[config.mk]
export PLATFORM = sky130hd
export DESIGN_NAME = tef_framer
export DESIGN_NICKNAME = d
export VERILOG_FILES = /design/src/logic/tef_pkg.sv /design/src/logic/tef_framer.sv
export SDC_FILE = /design/constraint.sdc
export NUM_CORES = 1
export LEC_CHECK = 0
export ABC_AREA = 1
export BUFFER_PORTS_ARGS = -buffer_cell sky130_fd_sc_hd__buf_2
export CORE_MARGIN = 3
export CORE_UTILIZATION = 60
export CTS_BUF_LIST = sky130_fd_sc_hd__clkbuf_16
export CTS_CLUSTER_DIAMETER = 100
export CTS_CLUSTER_SIZE = 14
export DETAILED_ROUTE_END_ITERATION = 16
export PLACE_DENSITY = 0.89
export SLEW_MARGIN = 25
export SYNTH_ARGS = -nofsm -noshare
export SYNTH_HDL_FRONTEND = slang
export SYNTH_SLANG_ARGS = --single-unit
[constraint.sdc]
create_clock -name clk_sys -period 4 [get_ports clk_sys]
set_input_delay 0.4 -clock clk_sys [delete_from_list [all_inputs] [get_ports clk_sys]]
set_output_delay 0.4 -clock clk_sys [all_outputs]
set_load 0.02 [all_outputs]
[src/logic/tef_pkg.sv]
// Constants, register map and types of the T1 extended superframe framer
package tef_pkg;

	// ****************************************************************
	// Frame geometry
	// ****************************************************************
	localparam logic [7:0] FRAME_LAST = 8'hC0;
	localparam logic [4:0] MF_LAST = 5'h17;
	localparam logic [12:0] SLIP_LAST = 13'h1217;
	localparam logic [5:0] FAS_PATTERN = 6'h34;
	localparam logic [1:0] FAS_PHASE = 2'h3;
	localparam logic [1:0] CRC_PHASE = 2'h1;
	localparam logic [2:0] TS_BIT2 = 3'h1;

	// ****************************************************************
	// Synchronizer and check figures
	// ****************************************************************
	localparam logic [5:0] CRC_POLY = 6'h03;
	localparam logic [4:0] HUNT_NEED_ONE = 5'h06;
	localparam logic [4:0] HUNT_NEED_THREE = 5'h12;
	localparam logic [2:0] LOSS_ERR_MIN = 3'h2;
	localparam logic [2:0] LOSS_BAD_MF = 3'h4;
	localparam logic [7:0] ALARM_WINDOW_LAST = 8'hFF;
	localparam logic [7:0] ALARM_ERR_MAX = 8'h01;
	localparam logic [3:0] DL_HALF = 4'h8;

	// ****************************************************************
	// Register map
	// ****************************************************************
	localparam logic [11:0] REG_CTRL = 12'h000;
	localparam logic [11:0] REG_STATUS = 12'h004;
	localparam logic [11:0] REG_CRC_CNT = 12'h008;
	localparam int CTRL_FORCE_RESYNC = 0;
	localparam int CTRL_EXT_LOSS = 1;
	localparam int CTRL_LOSS_SEL = 2;
	localparam int CTRL_MULTI_CAND = 4;
	localparam int CTRL_SEP_SYNC = 5;
	localparam int CTRL_JAPAN = 6;
	localparam int CTRL_ALARM_METHOD = 7;
	localparam int CTRL_TX_ALARM = 8;
	localparam int CTRL_CHECK_EN = 9;
	localparam int CTRL_AUTO_INV = 10;
	localparam int CTRL_TX_INV = 11;
	localparam int STAT_SYNC = 0;
	localparam int STAT_FRAME_LOSS = 1;
	localparam int STAT_RESTART = 2;
	localparam int STAT_REMOTE_ALARM = 3;
	localparam int STAT_CRC_ERR = 4;
	localparam logic [11:0] CTRL_RESET = 12'h000;

	// ****************************************************************
	// Types
	// ****************************************************************
	localparam logic [1:0] MODE_SINGLE = 2'b00;
	localparam logic [1:0] MODE_THREE = 2'b01;
	localparam logic [1:0] MODE_STEP = 2'b10;
	localparam logic [1:0] MODE_CRC = 2'b11;

	typedef enum logic [1:0] {
		LOSS_2OF4 = 2'b00,
		LOSS_2OF5 = 2'b01,
		LOSS_MF = 2'b10,
		LOSS_4MF = 2'b11
	} tef_loss_type;

	typedef enum logic [1:0] {
		SY_HUNT = 2'b00,
		SY_CONFIRM = 2'b01,
		SY_LOCK = 2'b10
	} tef_sync_type;

endpackage

[src/logic/tef_framer.sv]
// T1 extended superframe framer: sync, remote alarm, CRC6, APB registers
//
// Our own choices: the APB interface to the registers and the register addresses.

// Summary of operation
// 24-frame multiframe, alignment bits 001011 in frames 4..24
// Data link bits in odd frame F bits
// CRC6 bits e1-e6 in frames 2,6..22
// Sync on definite candidate or forced lock
// Loss by 2of4, 2of5, 2 per multiframe, 4 bad
// Mode 00 sync: force or ext loss restarts search
// Mode 00 async: force locks candidate, clears memory
// Mode 01: three correct multiframes before sync
// Mode 10 sync: force steps to next candidate (code drops lock and resumes the hunt at the current alignment, no slip)
// Mode 10: no alignment, full reset, toggle flag
// Mode 11: sync needs pattern and clean CRC6
// Detect ones/zeros alarm pattern, tolerate errors
// Transmit alarm in data link, Japan variant form
// Alarm method 1 sets bit 2 of slots
// Check only if enabled, else send ones
// Count CRC6 errors while synchronous, flag them
// Auto inversion after received CRC error
// Effective inversion is OR of both causes
// Japan variant includes F bits in CRC6
// Frame loss flag while not synchronous
// Restart flag toggles when search found nothing
// Polynomial x^6+x+1, bits sent next multiframe
module tef_framer
	import tef_pkg::*;
(
	input wire logic clk_sys,
	input wire logic reset_n,
	input wire logic psel,
	input wire logic penable,
	input wire logic pwrite,
	input wire logic [11:0] paddr,
	input wire logic [31:0] pwdata,
	output logic [31:0] prdata,
	output logic pready,
	output logic pslverr,
	input wire logic rxLineBit,
	input wire logic rxLineStrobe,
	input wire logic txPayloadBit,
	input wire logic txPayloadStrobe,
	output logic txLineBit,
	output logic txLineStrobe,
	output logic inSync,
	output logic remoteAlarm
);

	// ****************************************************************
	// Pin synchronisers
	// ****************************************************************
	logic [3:0] pinMeta_ff;
	logic [3:0] pinSync_ff;
	logic rxStbDly_ff;
	logic txStbDly_ff;

	always_ff @(posedge clk_sys or negedge reset_n) begin
		if (!reset_n) begin
			pinMeta_ff <= 4'h0;
			pinSync_ff <= 4'h0;
			rxStbDly_ff <= 1'b0;
			txStbDly_ff <= 1'b0;
		end else begin
			pinMeta_ff <= {txPayloadStrobe, txPayloadBit, rxLineStrobe, rxLineBit};
			pinSync_ff <= pinMeta_ff;
			rxStbDly_ff <= pinSync_ff[1];
			txStbDly_ff <= pinSync_ff[3];
		end
	end

	logic rxFire;
	logic txFire;
	logic rxBit;
	assign rxFire = pinSync_ff[1] & ~rxStbDly_ff;
	assign txFire = pinSync_ff[3] & ~txStbDly_ff;
	assign rxBit = pinSync_ff[0];

	// ****************************************************************
	// Control register and APB slave
	// ****************************************************************
	logic [11:0] ctrl_ff;
	logic forcePulse_ff;
	logic extLossPulse_ff;
	logic pready_ff;
	logic pslverr_ff;
	logic [31:0] prdata_ff;
	logic apbDone;
	logic ctrlWrite;
	logic statusWrite;
	logic cntWrite;
	logic addrOk;
	assign apbDone = psel & penable & pready_ff;
	assign addrOk = (paddr == REG_CTRL) | (paddr == REG_STATUS) | (paddr == REG_CRC_CNT);
	assign ctrlWrite = apbDone & pwrite & (paddr == REG_CTRL);
	assign statusWrite = apbDone & pwrite & (paddr == REG_STATUS);
	assign cntWrite = apbDone & pwrite & (paddr == REG_CRC_CNT);

	tef_loss_type lossSel;
	logic [1:0] syncMode;
	logic japanSel;
	logic alarmMethod;
	logic txAlarm;
	logic checkEn;
	assign lossSel = tef_loss_type'(ctrl_ff[CTRL_LOSS_SEL +: 2]);
	assign syncMode = {ctrl_ff[CTRL_MULTI_CAND], ctrl_ff[CTRL_SEP_SYNC]};
	assign japanSel = ctrl_ff[CTRL_JAPAN];
	assign alarmMethod = ctrl_ff[CTRL_ALARM_METHOD];
	assign txAlarm = ctrl_ff[CTRL_TX_ALARM];
	assign checkEn = ctrl_ff[CTRL_CHECK_EN];

	always_ff @(posedge clk_sys or negedge reset_n) begin
		if (!reset_n) begin
			ctrl_ff <= CTRL_RESET;
			forcePulse_ff <= 1'b0;
			extLossPulse_ff <= 1'b0;
		end else begin
			forcePulse_ff <= ctrlWrite & pwdata[CTRL_FORCE_RESYNC];
			extLossPulse_ff <= ctrlWrite & pwdata[CTRL_EXT_LOSS];
			if (ctrlWrite) begin
				// Trigger bits never store
				ctrl_ff <= {pwdata[11:2], 2'b00};
			end
		end
	end

	// One wait state: the answer comes in the second access cycle
	logic [31:0] statusWord;
	logic [15:0] crcCnt_ff;
	always_ff @(posedge clk_sys or negedge reset_n) begin
		if (!reset_n) begin
			pready_ff <= 1'b0;
			pslverr_ff <= 1'b0;
			prdata_ff <= 32'h0000_0000;
		end else begin
			pready_ff <= psel & penable & ~pready_ff;
			pslverr_ff <= psel & penable & ~pready_ff & ~addrOk;
			if (psel & penable & ~pready_ff & ~pwrite) begin
				unique case (paddr)
					REG_CTRL: prdata_ff <= {20'h0_0000, ctrl_ff};
					REG_STATUS: prdata_ff <= statusWord;
					REG_CRC_CNT: prdata_ff <= {16'h0000, crcCnt_ff};
					default: prdata_ff <= 32'h0000_0000;
				endcase
			end else begin
				prdata_ff <= 32'h0000_0000;
			end
		end
	end

	// ****************************************************************
	// Receive position counters
	// ****************************************************************
	logic [7:0] rxPos_ff;
	logic [4:0] rxFrame_ff;
	logic rxIsF;
	logic fasSlot;
	logic crcSlot;
	logic dlSlot;
	logic fasOk;
	logic mfEnd;
	logic slipReq;
	tef_sync_type syncState_ff;
	assign rxIsF = rxFire & (rxPos_ff == 8'h00);
	assign fasSlot = rxIsF & (rxFrame_ff[1:0] == FAS_PHASE);
	assign crcSlot = rxIsF & (rxFrame_ff[1:0] == CRC_PHASE);
	assign dlSlot = rxIsF & ~rxFrame_ff[0];
	assign fasOk = rxBit == FAS_PATTERN[rxFrame_ff[4:2]];
	assign mfEnd = rxFire & (rxPos_ff == FRAME_LAST) & (rxFrame_ff == MF_LAST);

	// A slip holds the counters for one bit to try the next alignment
	always_ff @(posedge clk_sys or negedge reset_n) begin
		if (!reset_n) begin
			rxPos_ff <= 8'h00;
			rxFrame_ff <= 5'h00;
		end else if (rxFire & ~slipReq) begin
			if (rxPos_ff == FRAME_LAST) begin
				rxPos_ff <= 8'h00;
				rxFrame_ff <= (rxFrame_ff == MF_LAST) ? 5'h00 : rxFrame_ff + 5'h01;
			end else begin
				rxPos_ff <= rxPos_ff + 8'h01;
			end
		end
	end

	// ****************************************************************
	// Receive CRC6
	// ****************************************************************
	logic [5:0] rxCrc_ff;
	logic [5:0] rxCrcPrev_ff;
	logic [5:0] rxCheck_ff;
	logic [1:0] rxCrcMf_ff;
	logic rxCrcIn;
	logic [5:0] rxCrcNext;
	logic crcMismatch;
	logic crcErrEvent;
	assign rxCrcIn = (rxIsF & ~japanSel) ? 1'b1 : rxBit;
	assign rxCrcNext = {rxCrc_ff[4:0], 1'b0} ^ ((rxCrcIn ^ rxCrc_ff[5]) ? CRC_POLY : 6'h00);
	// Check bits arriving this multiframe cover the previous one
	assign crcMismatch = mfEnd & checkEn & rxCrcMf_ff[1] & (rxCheck_ff != rxCrcPrev_ff);
	assign crcErrEvent = crcMismatch & (syncState_ff == SY_LOCK);

	always_ff @(posedge clk_sys or negedge reset_n) begin
		if (!reset_n) begin
			rxCrc_ff <= 6'h00;
			rxCrcPrev_ff <= 6'h00;
			rxCheck_ff <= 6'h00;
			rxCrcMf_ff <= 2'b00;
		end else if (rxFire & slipReq) begin
			rxCrc_ff <= 6'h00;
			rxCrcMf_ff <= 2'b00;
		end else if (rxFire) begin
			if (crcSlot) begin
				rxCheck_ff[3'h5 - rxFrame_ff[4:2]] <= rxBit;
			end
			if (mfEnd) begin
				rxCrc_ff <= 6'h00;
				rxCrcPrev_ff <= rxCrcNext;
				rxCrcMf_ff <= {rxCrcMf_ff[0], 1'b1};
			end else begin
				rxCrc_ff <= rxCrcNext;
			end
		end
	end

	// ****************************************************************
	// Synchronizer
	// ****************************************************************
	logic [4:0] huntOk_ff;
	logic [12:0] slipCnt_ff;
	logic candMem_ff;
	logic restartFlag_ff;
	logic [4:0] fasHist_ff;
	logic [2:0] mfErr_ff;
	logic [2:0] badMf_ff;
	logic [4:0] huntNeed;
	logic [4:0] histNext;
	logic [2:0] mfErrNext;
	logic lossNow;
	logic cfmFail;
	logic slipWrap;
	assign huntNeed = (syncMode == MODE_THREE) ? HUNT_NEED_THREE : HUNT_NEED_ONE;
	assign histNext = {fasHist_ff[3:0], ~fasOk};
	assign mfErrNext = mfErr_ff + {2'b00, fasSlot & ~fasOk};
	assign cfmFail = (syncState_ff == SY_CONFIRM) & crcMismatch;
	assign slipReq = ((syncState_ff != SY_LOCK) & fasSlot & ~fasOk) | cfmFail;
	assign slipWrap = rxFire & slipReq & (slipCnt_ff == SLIP_LAST);

	function automatic logic [2:0] tef_ones(input logic [4:0] v);
		tef_ones = {2'b00, v[0]} + {2'b00, v[1]} + {2'b00, v[2]} + {2'b00, v[3]} + {2'b00, v[4]};
	endfunction

	always_comb begin
		lossNow = 1'b0;
		unique case (lossSel)
			LOSS_2OF4: lossNow = fasSlot & (tef_ones({1'b0, histNext[3:0]}) >= LOSS_ERR_MIN);
			LOSS_2OF5: lossNow = fasSlot & (tef_ones(histNext) >= LOSS_ERR_MIN);
			LOSS_MF: lossNow = fasSlot & (mfErrNext >= LOSS_ERR_MIN);
			LOSS_4MF: lossNow = mfEnd & (mfErrNext != 3'h0) & (badMf_ff == LOSS_BAD_MF - 3'h1);
		endcase
	end

	always_ff @(posedge clk_sys or negedge reset_n) begin
		if (!reset_n) begin
			syncState_ff <= SY_HUNT;
			huntOk_ff <= 5'h00;
			slipCnt_ff <= 13'h0000;
			candMem_ff <= 1'b0;
			restartFlag_ff <= 1'b0;
			fasHist_ff <= 5'h00;
			mfErr_ff <= 3'h0;
			badMf_ff <= 3'h0;
		end else begin
			unique case (syncState_ff)
				SY_HUNT: begin
					if (extLossPulse_ff | (forcePulse_ff & ~candMem_ff)) begin
						huntOk_ff <= 5'h00;
						slipCnt_ff <= 13'h0000;
					end else if (forcePulse_ff) begin
						syncState_ff <= SY_LOCK;
						candMem_ff <= 1'b0;
					end else if (fasSlot & fasOk) begin
						huntOk_ff <= huntOk_ff + 5'h01;
						if (huntOk_ff + 5'h01 >= HUNT_NEED_ONE) begin
							candMem_ff <= 1'b1;
						end
						if (huntOk_ff + 5'h01 == huntNeed) begin
							// Three-pattern mode stays here until 18 good bits
							syncState_ff <= (syncMode == MODE_CRC) ? SY_CONFIRM : SY_LOCK;
							candMem_ff <= syncMode == MODE_CRC;
							slipCnt_ff <= 13'h0000;
						end
					end else if (rxFire & slipReq) begin
						huntOk_ff <= 5'h00;
						candMem_ff <= 1'b0;
						slipCnt_ff <= slipWrap ? 13'h0000 : slipCnt_ff + 13'h0001;
						if (slipWrap) begin
							restartFlag_ff <= ~restartFlag_ff;
						end
					end
				end
				SY_CONFIRM: begin
					if (extLossPulse_ff) begin
						syncState_ff <= SY_HUNT;
						huntOk_ff <= 5'h00;
						candMem_ff <= 1'b0;
					end else if (forcePulse_ff) begin
						syncState_ff <= SY_LOCK;
						candMem_ff <= 1'b0;
					end else if (rxFire & slipReq) begin
						syncState_ff <= SY_HUNT;
						huntOk_ff <= 5'h00;
						candMem_ff <= 1'b0;
					end else if (mfEnd & (rxCrcMf_ff[1] | ~checkEn)) begin
						syncState_ff <= SY_LOCK;
						candMem_ff <= 1'b0;
					end
				end
				SY_LOCK: begin
					if (forcePulse_ff & (syncMode == MODE_STEP)) begin
						// Only the current alignment is dropped; hunting resumes from it
						syncState_ff <= SY_HUNT;
						huntOk_ff <= 5'h00;
					end else if (forcePulse_ff | extLossPulse_ff | lossNow) begin
						syncState_ff <= SY_HUNT;
						huntOk_ff <= 5'h00;
						slipCnt_ff <= 13'h0000;
					end
				end
				default: syncState_ff <= SY_HUNT;
			endcase
			if (syncState_ff != SY_LOCK) begin
				fasHist_ff <= 5'h00;
				mfErr_ff <= 3'h0;
				badMf_ff <= 3'h0;
			end else if (rxFire) begin
				if (fasSlot) begin
					fasHist_ff <= histNext;
				end
				if (mfEnd) begin
					mfErr_ff <= 3'h0;
					badMf_ff <= (mfErrNext != 3'h0) ? badMf_ff + 3'h1 : 3'h0;
				end else begin
					mfErr_ff <= mfErrNext;
				end
			end
		end
	end

	// ****************************************************************
	// Remote alarm detection
	// ****************************************************************
	logic [7:0] dlHist_ff;
	logic [7:0] alarmWin_ff;
	logic [7:0] alarmErr_ff;
	logic alarm_ff;
	logic dlErr;
	// Pattern repeats every 16 bits, so each bit inverts the one eight earlier
	assign dlErr = japanSel ? ~rxBit : (rxBit == dlHist_ff[7]);

	always_ff @(posedge clk_sys or negedge reset_n) begin
		if (!reset_n) begin
			dlHist_ff <= 8'h00;
			alarmWin_ff <= 8'h00;
			alarmErr_ff <= 8'h00;
			alarm_ff <= 1'b0;
		end else if (syncState_ff != SY_LOCK) begin
			alarmWin_ff <= 8'h00;
			alarmErr_ff <= 8'h00;
			alarm_ff <= 1'b0;
		end else if (dlSlot) begin
			dlHist_ff <= {dlHist_ff[6:0], rxBit};
			if (alarmWin_ff == ALARM_WINDOW_LAST) begin
				// Nine bits, so a window full of errors cannot wrap to zero
				alarm_ff <= ({1'b0, alarmErr_ff} + {8'h00, dlErr}) <= {1'b0, ALARM_ERR_MAX};
				alarmWin_ff <= 8'h00;
				alarmErr_ff <= 8'h00;
			end else begin
				alarmWin_ff <= alarmWin_ff + 8'h01;
				alarmErr_ff <= alarmErr_ff + {7'h00, dlErr};
			end
		end
	end

	// ****************************************************************
	// CRC error counting and status
	// ****************************************************************
	logic crcErrSticky_ff;
	logic rxCrcBad_ff;
	logic inSync_ff;
	always_ff @(posedge clk_sys or negedge reset_n) begin
		if (!reset_n) begin
			crcCnt_ff <= 16'h0000;
			crcErrSticky_ff <= 1'b0;
			rxCrcBad_ff <= 1'b0;
			inSync_ff <= 1'b0;
		end else begin
			inSync_ff <= syncState_ff == SY_LOCK;
			if (crcErrEvent) begin
				crcCnt_ff <= cntWrite ? 16'h0001 : crcCnt_ff + 16'h0001;
			end else if (cntWrite) begin
				crcCnt_ff <= 16'h0000;
			end
			// Set wins over the write-one-to-clear
			crcErrSticky_ff <= crcErrEvent | (crcErrSticky_ff & ~(statusWrite & pwdata[STAT_CRC_ERR]));
			if (mfEnd) begin
				rxCrcBad_ff <= crcMismatch;
			end
		end
	end
	assign statusWord = {27'h000_0000, crcErrSticky_ff, alarm_ff, restartFlag_ff, ~inSync_ff,
		inSync_ff};

	// ****************************************************************
	// Transmit framing
	// ****************************************************************
	logic [7:0] txPos_ff;
	logic [4:0] txFrame_ff;
	logic [5:0] txCrc_ff;
	logic [5:0] txCrcPrev_ff;
	logic [3:0] txDlCnt_ff;
	logic txInv_ff;
	logic txLine_ff;
	logic txStb_ff;
	logic txIsF;
	logic txOut;
	logic txCrcIn;
	logic [5:0] txCrcNext;
	logic txMfStart;
	assign txIsF = txPos_ff == 8'h00;
	assign txMfStart = txFire & txIsF & (txFrame_ff == 5'h00);

	always_comb begin
		txOut = pinSync_ff[2];
		if (txIsF) begin
			if (txFrame_ff[1:0] == FAS_PHASE) begin
				txOut = FAS_PATTERN[txFrame_ff[4:2]];
			end else if (txFrame_ff[1:0] == CRC_PHASE) begin
				txOut = checkEn ? txCrcPrev_ff[3'h5 - txFrame_ff[4:2]] ^ txInv_ff : 1'b1;
			end else begin
				txOut = ~(txAlarm & ~alarmMethod & ~japanSel & (txDlCnt_ff >= DL_HALF));
			end
		end else if (txAlarm & alarmMethod & ((txPos_ff[2:0] - 3'h1) == TS_BIT2)) begin
			txOut = 1'b1;
		end
	end

	assign txCrcIn = (txIsF & ~japanSel) ? 1'b1 : txOut;
	assign txCrcNext = {txCrc_ff[4:0], 1'b0} ^ ((txCrcIn ^ txCrc_ff[5]) ? CRC_POLY : 6'h00);

	always_ff @(posedge clk_sys or negedge reset_n) begin
		if (!reset_n) begin
			txPos_ff <= 8'h00;
			txFrame_ff <= 5'h00;
			txCrc_ff <= 6'h00;
			txCrcPrev_ff <= 6'h00;
			txDlCnt_ff <= 4'h0;
			txInv_ff <= 1'b0;
			txLine_ff <= 1'b1;
			txStb_ff <= 1'b0;
		end else begin
			txStb_ff <= txFire;
			if (txFire) begin
				txLine_ff <= txOut;
				if (txMfStart) begin
					txInv_ff <= ctrl_ff[CTRL_TX_INV] | (ctrl_ff[CTRL_AUTO_INV] & rxCrcBad_ff);
				end
				if (txIsF & ~txFrame_ff[0]) begin
					txDlCnt_ff <= txDlCnt_ff + 4'h1;
				end
				if (txPos_ff == FRAME_LAST) begin
					txPos_ff <= 8'h00;
					txFrame_ff <= (txFrame_ff == MF_LAST) ? 5'h00 : txFrame_ff + 5'h01;
				end else begin
					txPos_ff <= txPos_ff + 8'h01;
				end
				if ((txPos_ff == FRAME_LAST) & (txFrame_ff == MF_LAST)) begin
					txCrcPrev_ff <= txCrcNext;
					txCrc_ff <= 6'h00;
				end else begin
					txCrc_ff <= txCrcNext;
				end
			end
		end
	end

	assign prdata = prdata_ff;
	assign pready = pready_ff;
	assign pslverr = pslverr_ff;
	assign txLineBit = txLine_ff;
	assign txLineStrobe = txStb_ff;
	assign inSync = inSync_ff;
	assign remoteAlarm = alarm_ff;
endmodule

==> run summary <==
Post-detailed-placement cell area = 10100 um^2
CP Launch Type = flop
Via count of the first global-routing pass = 7927
Leakage Power = 5.07 nW
Top-Level Pins = 91
Total count of max-transition violations in the final report = 0
Count of routing violations after the opening detailed-route iteration = 708
Count of distinct cell types in the synthesized netlist = 55
Starting Density = 62.3%
Total negative slack = 0 ps
Post-synthesis average cell area = 8.49 um^2
Clock insertion delay at the later pin of the skew report = 440 ps
Most frequent cells in the layout = nand2_1, dfrtp_1, inv_1
Number of hold-repair buffers added at the cts stage = 0
Placed cells = 1386
Post-synthesis register bit count = 181
DRC errors left = 0
Placed wire-length estimate = 14900 um
Number of vias in the routed layout = 8166
Average wire per standard cell = 15.3 um
Met1 global-route usage = 31.8%
CTS resizes = 0
Worst Setup Path Type = flop to flop
Number of port buffers = 54
PD cells = 392 nW/um^2
Clock Sink Count = 181
Final Instance Count excl. Fillers = 1418
Final core utilization = 69.2%
Data required, critical path = 4360 ps
Die outline width = 133 um
RePlAce Congestion = 0.909
Slew at the pin with the worst max-slew slack = 816 ps
Run status = complete, no violations
Core area = 15400 um^2
Number of warnings issued by yosys = 0
Post-detailed-routing wire length = 21800 um
CTS clock-pin slew for the worst setup and hold paths = 70 ps
Proportion of layout cells with a drive suffix above 1 = 12.8%
Grt total ovfl = 0
Number of standard-cell rows in the floorplan = 45
First-pass GRT wire length = 36600 um
Die height = 133 um
Number of buffers created by CTS = 17
Busiest layer in global routing = met2
Count of flip-flops with a built-in enable after synthesis = 0
Synth-to-Final Area Change = 11.0%
Total standard cell area after synthesis = 9610 um^2
Final cell area excluding filler cells = 10700 um^2
Longest Clk Path Bufs = 2
Setup slack after placement = 523 ps
Setup bufs post-CTS = 0
Crit. End Element = flop
Data arrival time at the worst-slack endpoint = 3960 ps
M3 GR Usage = 4.71%
Final critical-path setup slack = 392 ps
Met2 usage in global routing = 42.3%
Area of the die = 17600 um^2
Dominant synthesized flop cell = dfrtp_1
Setup repair after global routing missed its margin = no
Fmax = 277 MHz
Setup violations, final = 0
Crit path max fanout = 26
Most common cell after layout, fill and taps aside = nand2_1
Hold Fails Final Rpt = 0
Filler Cells Inserted = 1131
Total routing resource utilization after global routing = 25.3%
Tcrit/Tclk final = 90.2%
Largest net degree at the start of global routing = 95
PnR Total Power = 4.18 mW
Worst slew margin = 45.5%
Largest voltage drop on the vdd net = 0.338 mV
Max cap viols = 0
Number of cells produced by synthesis = 1132
Register area share after synthesis = 47.1%
Post-layout net count = 1281
Synth async-reset ratio = 100%
Remaining number of nets flagged by the antenna check after routing = 0
Worst min-delay path class = input port to async pin
Number of antenna violations at the first check in global routing = 0
TritonRoute pass-1 iters = 6
Worst slack on hold paths = 13.7 ps
Diode insertion count for antenna repair = 0
Worst-case clock skew = 13.3 ps
Final critical delay including setup and external delays = 3610 ps
Level count of the clock H-tree = 4
Cell at the root of the clock tree = clkbuf_16
Average vias per placed instance = 5.76
Clock tree from TritonCTS = done
## cell usage after synthesis, drive strengths merged (9+ instances only)
library cell,count,area [um^2]
nand2,225,872
dfrtp,180,4500
inv,162,611
nor2,95,445
o21ai,78,435
nand3,71,380
a21oi,53,265
nor3,42,230
nand4,35,240
xor2,34,305
ha,32,400
o22ai,24,150
buf,21,164
nor4,10,62.6
o31ai,10,75.1
clkbuf,9,33.8
## registers in the layout, indices dropped and copies added (netlist names), 3 cells and up
signal	cells
huntOk_ff	5
rxCrcPrev_ff	6
txCrc_ff	6
pinMeta_ff	4
txFrame_ff	5
rxCrc_ff	6
txPos_ff	8
badMf_ff	3
alarmErr_ff	8
prdata	16
crcCnt_ff	16
rxPos_ff	8
txDlCnt_ff	4
fasHist_ff	4
pinSync_ff	4
alarmWin_ff	8
ctrl_ff	10
slipCnt_ff	13
rxCheck_ff	6
rxFrame_ff	5
mfErr_ff	3
txCrcPrev_ff	6
dlHist_ff	8
## critical path: stages, from the launching register on
cell	delay, ps
dfrtp_1	510
o21ai_2	230
xor2_2	230
inv_2	90
fa_1	450
ha_1	290
nand2_1	60
fa_1	480
nand2_1	50
a21oi_1	120
nand2_1	70
nand3_1	80
nand4_1	190
nand2_1	130
nor2_2	50
nand2_4	270
nand2_1	140
o21ai_2	90
## area by class of cell
class                   instances  area, um^2  area share, %
well taps                     211         264           2.47
flip-flops and latches        181        4530           42.5
multi-input cells             773        4330           40.6
clock buffers                  17         425           3.99
inverters                     163         614           5.76
clock inverters                15         189           1.77
repair buffers                 58         319           2.99
## final timing paths
kind,slack [ps],from,depth (start not counted),to
max in group asynchronous,3030,reset_n,2,txLineBit
hold reg to reg,350,pinMeta_ff[3],0,pinSync_ff[3]
hold / removal,10,reset_n,1,crcCnt_ff[14]
min in group clk_sys,60,txPayloadStrobe,1,pinMeta_ff[3]
setup / recovery,390,rxFrame_ff[2],17,slipCnt_ff[3]
setup reg to reg,390,rxFrame_ff[2],17,slipCnt_ff[3]
## per-layer routing
layer | share of wire, % | wire length (um)
met5 | 0 | 0
met4 | 3.4 | 746
met3 | 7.2 | 1560
met2 | 49 | 10600
met1 | 41 | 8840
## kinds of logic after synthesis
group,after synthesis,share of synthesized area (%)
multiplexers,3,0.351
AO/OA/AOI/OAI,182,11.1
flip-flops,181,47.1
AND/OR/NAND/NOR,498,24.7
XOR/XNOR,40,3.72
adder cells (fa/ha/maj),34,4.58
other,1,0.0390
buffers and inverters,193,8.45
## power breakdown
group / total [mW] / internal [mW] / switching [mW]
clock: 1.75 / 1.04 / 0.713
combinational: 0.405 / 0.137 / 0.268
sequential: 2.02 / 1.94 / 0.0805
(Power assumes the default switching activity.)
